### src/pkg/tbp_defs.svh
`ifndef TBP_DEFS_SVH
`define TBP_DEFS_SVH

// ============================================================
// register byte offsets
`define TBP_OFF_WIDE_PUE 32'h0000_0000
`define TBP_OFF_WIDE_DIR 32'h0000_0004
`define TBP_OFF_NARROW_DATA 32'h0000_0008
`define TBP_OFF_NARROW_DIR 32'h0000_000C

// ============================================================
// reset values
`define TBP_RST_WIDE_PUE 8'h00
`define TBP_RST_WIDE_DIR 8'h00
`define TBP_RST_NARROW_DATA 2'h0
`define TBP_RST_NARROW_DIR 2'h0

// ============================================================
// field positions and serial ownership
`define TBP_RX_BIT 1
`define TBP_TX_BIT 0
`define TBP_SERIAL_DRIVE_MASK 2'h1

// ============================================================
// bus answers
`define TBP_RESP_OKAY 2'h0
`define TBP_RESP_SLVERR 2'h2

`endif

### src/pkg/tbp_pkg.sv
package tbp_pkg;

    // ============================================================
    // register select
    typedef enum logic [2:0] {
        TBP_SEL_WIDE_PUE,
        TBP_SEL_WIDE_DIR,
        TBP_SEL_NARROW_DATA,
        TBP_SEL_NARROW_DIR,
        TBP_SEL_NONE
    } tbp_sel_t;

endpackage

### src/design/tbp_port.sv
`timescale 1ns/1ps
`default_nettype none
`include "tbp_defs.svh"

module tbp_port #(
    parameter int WIDE_W = 8,
    parameter int NARROW_W = 2
) (
    // clock and reset
    input wire logic clk,
    input wire logic rst,
    input wire logic ce,
    // axi4-lite write address
    input wire logic [31:0] s_axi_awaddr,
    input wire logic s_axi_awvalid,
    output logic s_axi_awready,
    // axi4-lite write data
    input wire logic [31:0] s_axi_wdata,
    input wire logic [3:0] s_axi_wstrb,
    input wire logic s_axi_wvalid,
    output logic s_axi_wready,
    // axi4-lite write response
    output logic [1:0] s_axi_bresp,
    output logic s_axi_bvalid,
    input wire logic s_axi_bready,
    // axi4-lite read address
    input wire logic [31:0] s_axi_araddr,
    input wire logic s_axi_arvalid,
    output logic s_axi_arready,
    // axi4-lite read data
    output logic [31:0] s_axi_rdata,
    output logic [1:0] s_axi_rresp,
    output logic s_axi_rvalid,
    input wire logic s_axi_rready,
    // wide port pullup controls
    output logic [WIDE_W-1:0] wide_port_pullup_on,
    // narrow port pins
    input wire logic [NARROW_W-1:0] narrow_pin_in,
    output logic [NARROW_W-1:0] narrow_pin_out,
    output logic [NARROW_W-1:0] narrow_pin_oe,
    // serial interface side
    input wire logic serial_iface_enable,
    input wire logic serial_txd,
    output logic serial_rxd
);

    // ============================================================
    // parameter checks
    if (WIDE_W < 1 || WIDE_W > 32) begin : g_bad_wide
        $error("wide port width must be 1 to 32");
    end
    if (NARROW_W != 2) begin : g_bad_narrow
        $error("narrow port must have exactly two pins");
    end

    localparam logic [NARROW_W-1:0] SERIAL_DRIVE = `TBP_SERIAL_DRIVE_MASK;

    // ============================================================
    // registers
    logic [WIDE_W-1:0] wide_pue_ff;
    logic [WIDE_W-1:0] nxt_wide_pue;
    logic [WIDE_W-1:0] wide_dir_ff;
    logic [WIDE_W-1:0] nxt_wide_dir;
    logic [NARROW_W-1:0] narrow_data_ff;
    logic [NARROW_W-1:0] nxt_narrow_data;
    logic [NARROW_W-1:0] narrow_dir_ff;
    logic [NARROW_W-1:0] nxt_narrow_dir;

    // bus state
    logic aw_held_ff;
    logic nxt_aw_held;
    logic [31:0] aw_addr_ff;
    logic w_held_ff;
    logic nxt_w_held;
    logic [31:0] w_data_ff;
    logic [3:0] w_strb_ff;
    logic awready_ff;
    logic wready_ff;
    logic bvalid_ff;
    logic nxt_bvalid;
    logic [1:0] bresp_ff;
    logic arready_ff;
    logic rvalid_ff;
    logic nxt_rvalid;
    logic [31:0] rdata_ff;
    logic [1:0] rresp_ff;

    // pin side state
    logic [WIDE_W-1:0] pullup_ff;
    logic [NARROW_W-1:0] pin_out_ff;
    logic [NARROW_W-1:0] pin_oe_ff;
    logic [NARROW_W-1:0] nxt_pin_out;
    logic [NARROW_W-1:0] nxt_pin_oe;
    logic rxd_ff;
    logic [NARROW_W-1:0] pin_sync;

    // ============================================================
    // pin input synchroniser
    tbp_sync2 #(
        .WIDTH(NARROW_W)
    ) u_sync (
        .clk(clk),
        .rst(rst),
        .ce(ce),
        .d(narrow_pin_in),
        .q(pin_sync)
    );

    // ============================================================
    // address decode
    function automatic tbp_pkg::tbp_sel_t decode(input logic [31:0] addr);
        tbp_pkg::tbp_sel_t sel;
        case (addr)
            `TBP_OFF_WIDE_PUE: sel = tbp_pkg::TBP_SEL_WIDE_PUE;
            `TBP_OFF_WIDE_DIR: sel = tbp_pkg::TBP_SEL_WIDE_DIR;
            `TBP_OFF_NARROW_DATA: sel = tbp_pkg::TBP_SEL_NARROW_DATA;
            `TBP_OFF_NARROW_DIR: sel = tbp_pkg::TBP_SEL_NARROW_DIR;
            default: sel = tbp_pkg::TBP_SEL_NONE;
        endcase
        return sel;
    endfunction

    tbp_pkg::tbp_sel_t wr_sel;
    tbp_pkg::tbp_sel_t rd_sel;
    assign wr_sel = decode(aw_addr_ff);
    assign rd_sel = decode(s_axi_araddr);

    // ============================================================
    // write channel
    wire aw_fire = s_axi_awvalid & awready_ff;
    wire w_fire = s_axi_wvalid & wready_ff;
    // write only once both halves are held, so either order works
    wire do_write = aw_held_ff & w_held_ff & ~bvalid_ff;
    wire wr_lane0 = do_write & w_strb_ff[0];
    wire wr_miss = wr_sel == tbp_pkg::TBP_SEL_NONE;

    wire we_wide_pue = wr_lane0 & (wr_sel == tbp_pkg::TBP_SEL_WIDE_PUE);
    wire we_wide_dir = wr_lane0 & (wr_sel == tbp_pkg::TBP_SEL_WIDE_DIR);
    wire we_narrow_data = wr_lane0 & (wr_sel == tbp_pkg::TBP_SEL_NARROW_DATA);
    wire we_narrow_dir = wr_lane0 & (wr_sel == tbp_pkg::TBP_SEL_NARROW_DIR);

    assign nxt_aw_held = (aw_held_ff | aw_fire) & ~do_write;
    assign nxt_w_held = (w_held_ff | w_fire) & ~do_write;
    assign nxt_bvalid = do_write | (bvalid_ff & ~s_axi_bready);

    // upper write bits beyond each register's width are dropped here
    assign nxt_wide_pue = we_wide_pue ? w_data_ff[WIDE_W-1:0] : wide_pue_ff;
    assign nxt_wide_dir = we_wide_dir ? w_data_ff[WIDE_W-1:0] : wide_dir_ff;
    // latch takes the write even while the pin is an input
    assign nxt_narrow_data = we_narrow_data ? w_data_ff[NARROW_W-1:0] : narrow_data_ff;
    assign nxt_narrow_dir = we_narrow_dir ? w_data_ff[NARROW_W-1:0] : narrow_dir_ff;

    always_ff @(posedge clk or posedge rst) begin
        if (rst) begin
            aw_held_ff <= 1'b0;
            w_held_ff <= 1'b0;
            aw_addr_ff <= 32'h0000_0000;
            w_data_ff <= 32'h0000_0000;
            w_strb_ff <= 4'h0;
        end else if (ce) begin
            aw_held_ff <= nxt_aw_held;
            w_held_ff <= nxt_w_held;
            if (aw_fire) begin
                aw_addr_ff <= s_axi_awaddr;
            end
            if (w_fire) begin
                w_data_ff <= s_axi_wdata;
                w_strb_ff <= s_axi_wstrb;
            end
        end
    end

    always_ff @(posedge clk or posedge rst) begin
        if (rst) begin
            awready_ff <= 1'b0;
            wready_ff <= 1'b0;
            bvalid_ff <= 1'b0;
            bresp_ff <= `TBP_RESP_OKAY;
        end else if (ce) begin
            awready_ff <= ~nxt_aw_held & ~nxt_bvalid;
            wready_ff <= ~nxt_w_held & ~nxt_bvalid;
            bvalid_ff <= nxt_bvalid;
            if (do_write) begin
                bresp_ff <= wr_miss ? `TBP_RESP_SLVERR : `TBP_RESP_OKAY;
            end
        end
    end

    // ============================================================
    // register file
    always_ff @(posedge clk or posedge rst) begin
        if (rst) begin
            wide_pue_ff <= `TBP_RST_WIDE_PUE;
            wide_dir_ff <= `TBP_RST_WIDE_DIR;
            narrow_data_ff <= `TBP_RST_NARROW_DATA;
            narrow_dir_ff <= `TBP_RST_NARROW_DIR;
        end else if (ce) begin
            wide_pue_ff <= nxt_wide_pue;
            wide_dir_ff <= nxt_wide_dir;
            narrow_data_ff <= nxt_narrow_data;
            narrow_dir_ff <= nxt_narrow_dir;
        end
    end

    // ============================================================
    // read channel
    wire ar_fire = s_axi_arvalid & arready_ff;
    wire [NARROW_W-1:0] narrow_read;
    wire [31:0] rd_word;

    assign nxt_rvalid = ar_fire | (rvalid_ff & ~s_axi_rready);

    assign rd_word =
        (rd_sel == tbp_pkg::TBP_SEL_WIDE_PUE) ? {{(32-WIDE_W){1'b0}}, wide_pue_ff} :
        (rd_sel == tbp_pkg::TBP_SEL_WIDE_DIR) ? {{(32-WIDE_W){1'b0}}, wide_dir_ff} :
        (rd_sel == tbp_pkg::TBP_SEL_NARROW_DATA) ? {{(32-NARROW_W){1'b0}}, narrow_read} :
        (rd_sel == tbp_pkg::TBP_SEL_NARROW_DIR) ? {{(32-NARROW_W){1'b0}}, narrow_dir_ff} :
        32'h0000_0000;

    always_ff @(posedge clk or posedge rst) begin
        if (rst) begin
            arready_ff <= 1'b0;
            rvalid_ff <= 1'b0;
            rdata_ff <= 32'h0000_0000;
            rresp_ff <= `TBP_RESP_OKAY;
        end else if (ce) begin
            arready_ff <= ~nxt_rvalid;
            rvalid_ff <= nxt_rvalid;
            if (ar_fire) begin
                rdata_ff <= rd_word;
                rresp_ff <= (rd_sel == tbp_pkg::TBP_SEL_NONE) ?
                    `TBP_RESP_SLVERR : `TBP_RESP_OKAY;
            end
        end
    end

    // ============================================================
    // narrow pin control, one slice per pin
    for (genvar i = 0; i < NARROW_W; i++) begin : g_pin
        // read view follows direction even under serial use
        assign narrow_read[i] = narrow_dir_ff[i] ? narrow_data_ff[i] : pin_sync[i];
        // serial owner ignores the direction bit entirely
        assign nxt_pin_oe[i] = serial_iface_enable ?
            SERIAL_DRIVE[i] : nxt_narrow_dir[i];
        assign nxt_pin_out[i] = serial_iface_enable ?
            (SERIAL_DRIVE[i] & serial_txd) : nxt_narrow_data[i];
    end

    // ============================================================
    // pin side registers
    // built from next values so pullups drop on the same edge
    // that a direction write lands, no window with both active
    always_ff @(posedge clk or posedge rst) begin
        if (rst) begin
            pullup_ff <= '0;
            pin_out_ff <= '0;
            pin_oe_ff <= '0;
            rxd_ff <= 1'b1;
        end else if (ce) begin
            pullup_ff <= nxt_wide_pue & ~nxt_wide_dir;
            pin_out_ff <= nxt_pin_out;
            pin_oe_ff <= nxt_pin_oe;
            // idle high toward the receiver while not enabled
            rxd_ff <= serial_iface_enable ? pin_sync[`TBP_RX_BIT] : 1'b1;
        end
    end

    // ============================================================
    // outputs
    assign s_axi_awready = awready_ff;
    assign s_axi_wready = wready_ff;
    assign s_axi_bvalid = bvalid_ff;
    assign s_axi_bresp = bresp_ff;
    assign s_axi_arready = arready_ff;
    assign s_axi_rvalid = rvalid_ff;
    assign s_axi_rdata = rdata_ff;
    assign s_axi_rresp = rresp_ff;
    assign wide_port_pullup_on = pullup_ff;
    assign narrow_pin_out = pin_out_ff;
    assign narrow_pin_oe = pin_oe_ff;
    assign serial_rxd = rxd_ff;

endmodule // tbp_port

`default_nettype wire

### src/design/tbp_sync2.sv
`timescale 1ns/1ps
`default_nettype none

module tbp_sync2 #(
    parameter int WIDTH = 2
) (
    // clock and reset
    input wire logic clk,
    input wire logic rst,
    input wire logic ce,
    // data
    input wire logic [WIDTH-1:0] d,
    output logic [WIDTH-1:0] q
);

    // ============================================================
    // two stages, first one feeds only the second
    logic [WIDTH-1:0] meta_ff;
    logic [WIDTH-1:0] q_ff;

    always_ff @(posedge clk or posedge rst) begin
        if (rst) begin
            meta_ff <= '0;
            q_ff <= '0;
        end else if (ce) begin
            meta_ff <= d;
            q_ff <= meta_ff;
        end
    end

    assign q = q_ff;

endmodule // tbp_sync2

`default_nettype wire

### config.mk
export PLATFORM = sky130hd
export DESIGN_NAME = tbp_port
export DESIGN_NICKNAME = d
export VERILOG_FILES = /design/src/pkg/tbp_pkg.sv /design/src/design/tbp_port.sv /design/src/design/tbp_sync2.sv
export VERILOG_INCLUDE_DIRS = /design/src /design/src/pkg
export SDC_FILE = /design/constraint.sdc
export NUM_CORES = 1
export LEC_CHECK = 0
export BUFFER_PORTS_ARGS = -buffer_cell sky130_fd_sc_hd__buf_2
export CORE_ASPECT_RATIO = 1.4
export CORE_UTILIZATION = 50
export CTS_CLUSTER_SIZE = 40
export DETAILED_ROUTE_END_ITERATION = 12
export GPL_TIMING_DRIVEN = 0
export HOLD_SLACK_MARGIN = 0.06
export PLACE_DENSITY = 0.79
export SYNTH_ARGS = -nofsm -noshare
export SYNTH_HDL_FRONTEND = slang
export SYNTH_SLANG_ARGS = --single-unit
### constraint.sdc
create_clock -name clk -period 4.01 [get_ports clk]
set_clock_uncertainty 0.2 [all_clocks]
set_input_delay 1.0025 -clock clk [delete_from_list [all_inputs] [get_ports clk]]
set_output_delay 1.0025 -clock clk [all_outputs]
set_load 0.02 [all_outputs]
==> impl_metrics.csv <==
group,metric,value,unit
run_status,outcome,"completed",
logic_synthesis,ys.flop_type,"dfrtp_1",
floorplanning,die_h,114.9,µm
logic_synthesis,synthTopCellsByCount,"94 x dfrtp_1, 65 x mux2_2, 32 x nand2_1",
pwr,p_int,0.002132,W
timing,max_clock_freq,0.3603,GHz
placement,place_inst,617,
pwr,seqPwrFrac,47.1,%
timing,fin_tns_setup,0,ns
cts,clkLatencyLatePin,0.34,ns
critical_path,cp-end-kind,"flop",
cts,cts_setup_buffers,0,
cts,clockRootBuffer,"clkbuf_16",
logic_synthesis,yosysMostFrequentCell,"dfrtp_1",
logic_synthesis,seq_area_frac_synth,52.24,%
worst_hold_path,min-delay-start,"s_axi_rdata[6]$_DFFE_PP0P_",
floorplanning,dieArea,9497,µm²
logic_synthesis,netlist-cell-type-count,44,
timing,tightest_slew,1.127,ns
timing,finalCriticalPeriod,2.775,ns
cts,clockBufferDepth,2,
cts,cts_resized,0,
timing,drv_slew,0,
logic_synthesis,syn_avg_cell_area,12.11,µm²
placement,dp_hpwl,7415,µm
floorplanning,fp.coreArea,8708,µm²
global_route,grt_use_total,22.27,%
placement,gp_congestion,0.8163,
placement,place_area,5359,µm²
critical_path,critPathMaxFanout,9,
critical_path,r2r_start,"aw_addr_ff[23]$_DFFE_PP0P_",
critical_path,rrSetupSlack,1.40,ns
placement,io_buffers,110,
detailed_routing,vias_per_cell,5.338,
cts,clk_pin_slew,0.06,ns
logic_synthesis,synth_top_area_share,51.66,%
logic_synthesis,syn_inst,376,
finish,drive_gt1_share,44.89,%
timing,timing.slew.headroom,24.29,%
critical_path,required,4.08,ns
worst_hold_path,hp-class,"flop to flop",
finish,instances_no_fill,633,
detailed_routing,first_pass_iters,4,
critical_path,timing.setup.critical_path_class,"input port to flop",
detailed_routing,vias,3379,
finish,final_cell_area,5684,µm²
finish,postLayoutCoreUtil,65.27,%
logic_synthesis,synthTopCellsByArea,"dfrtp_1 52%, mux2_2 16%, buf_4 4.3%, nor4_4 2.8%, nand2_1 2.6%",
timing,finalCritPeriodShare,69.21,%
global_route,grt_max_degree,52,
logic_synthesis,ys_async_sr_fraction,100.0,%
critical_path,rr_endpoint,"wide_port_pullup_on[3]$_DFFE_PP0P_",
pwr,p_sw_share,29.54,%
cts,clock-sinks,95,
critical_path,cp-start-kind,"input port",
timing,rsz0062_at_grt,"false",
logic_synthesis,syn_area,4553,µm²
pwr,p_leak,2.877,nW
floorplanning,start_util,52.28,%
finish,nNetsFinal,635,
critical_path,worstPathArrival,2.85,ns
detailed_routing,wirelength,9911,µm
finish,area_growth,24.84,%
floorplanning,fp.dieW,82.65,µm
detailed_routing,wire_per_inst,15.66,µm
logic_synthesis,yosys.area.top_type,"dfrtp_1",
global_route,grt_pass1_vias,3234,
cts,cts_tree,"done",
pwr,combPwrFrac,22.4,%
timing,setup_viol,0,
global_route,grt_antenna_before_repair,0,
worst_hold_path,holdPathEnd,"s_axi_rdata[6]$_DFFE_PP0P_",
pwr,vdd.ir_drop.worst,0.3529,mV
run,maxCapViolCount,0,
cts,hold_buffers,0,
detailed_routing,antenna_left,0,
pwr,clockPowerShare,30.4,%
cts,numCtsBuffers,9,
cts,htreeDepth,3,
pwr,p_switching,0.0008942,W
global_route,grt_overflow,0,
logic_synthesis,synth-seq-cells,95,
worst_hold_path,holdPathStages,2,
pwr,p_per_area,532.5,nW/µm²
global_route,grt_pass1_wl,15530,µm
floorplanning,io_pins,166,
critical_path,r2r_cells,5,
logic_synthesis,synth_edf_count,0,
timing,hold_viol,0,
logic_synthesis,yosysWarnings,0,
finish,antenna_cells,0,
detailed_routing,drtIter0Drc,170,
floorplanning,rows,40,
detailed_routing,drc,0,
cells in the final DEF (no fill, tap or decap), types with 3 or more instances in the layout:
cell,netlist,routed
o22ai_2,3,3
nand3_1,12,12
nor2b_1,8,8
a32oi_1,5,5
nor4_4,6,6
conb_1,1,26
a21o_1,3,3
mux2_1,5,5
o41ai_1,3,3
nand2_1,32,32
buf_4,26,26
o21ai_0,7,7
inv_1,18,17
o21a_1,3,3
o22ai_1,3,3
clkbuf_1,10,12
or4_1,3,3
dfrtp_1,94,94
nand4_1,3,3
a41o_1,5,5
a31oi_1,3,3
a21oi_1,7,7
nor4_1,9,9
mux2_2,65,65
clkbuf_16,0,9
nor2_1,7,7
buf_2,2,112
buf_1,3,3
mux2i_1,6,6
stage by stage:
step / hold WS [ns] / setup slack (ns) / total power, W
final: 0.2631 / 1.235 / 0.003027
after global routing: 0.2890 / 1.023 / 0.003174
after CTS: 0.2680 / 1.178 / 0.003054
after detailed placement: 0.2544 / 0.8257 / 0.002129
after global placement: 0.2490 / -0.6703 / 0.002078
after floorplan: 0.2492 / 0.3321 / 0.001915
critical path: stages:
cell and delay [ns]:
buf_2 0.11, nor4_1 0.28, nand4_1 0.15, nor3_1 0.93, a32oi_1 0.24, nand2_1 0.13
sequential cells by signal (all words and copies together), names as in the netlist, 8 cells and up:
name,cells
aw_addr_ff,32
s_axi_rdata,8
w_data_ff,8
wide_dir_ff,8
wide_port_pullup_on,8
wide_pue_ff,8
worst max-delay path by stage:
stage,end,from,slack (ns),depth (start not counted)
detailed placement,s_axi_rdata[2]$_DFFE_PP0P_,s_axi_araddr[1],0.83,6
global route,s_axi_rdata[2]$_DFFE_PP0P_,s_axi_araddr[26],1.02,6
global placement,u_sync.meta_ff[1]$_DFFE_PP0P_,rst,-0.67,2
finish,s_axi_rdata[3]$_DFFE_PP0P_,s_axi_araddr[26],1.23,6
CTS,s_axi_rdata[2]$_DFFE_PP0P_,s_axi_araddr[1],1.18,6
floorplan,aw_addr_ff[0]$_DFFE_PP0P_,rst,0.33,1
area by class of cell:
cell class / instances / area (µm²)
plain buffers: 41 / 254.0
clock buffers: 13 / 260.3
clock inverters: 3 / 65.06
fillers: 721 / 3024
inverters: 18 / 70.07
multi-input cells: 247 / 1947
flip-flops and latches: 95 / 2379
well taps: 105 / 131.4
repair buffers: 111 / 578.1
power groups by stage:
stage	Clock, W	Sequential (W)	Combinational (W)
CTS	0.000942	0.00143	0.000686
finish	0.000922	0.00143	0.000679
detailed placement	0	0.00144	0.000684
global route	0.000967	0.00146	0.000748
floorplan	0	0.00142	0.000490
global placement	0	0.00142	0.000654
layer usage:
metal / part of all wire, % / global-route usage (%) / up-vias / wire, µm
met5: 0 / 0 / - / 0
met4: 2.2 / 9.540 / 0 / 219
met3: 6.4 / 4.683 / 17 / 630
met2: 52 / 38.69 / 138 / 5187
met1: 39 / 26.07 / 1622 / 3874
li1: - / - / 1602 / -
cell families (layout without fill, tap and decap cells):
logic type / count (synthesis) / in the layout / share of synthesized area (%)
AND/OR/NAND/NOR: 96 / 96 / 13.90
flip-flops: 95 / 95 / 52.24
multiplexers: 76 / 76 / 18.63
buffers and inverters: 59 / 186 / 7.062
AO/OA/AOI/OAI: 49 / 49 / 8.079
other: 1 / 26 / 0.08236
No activity file was read; power rests on OpenSTA's default activity.
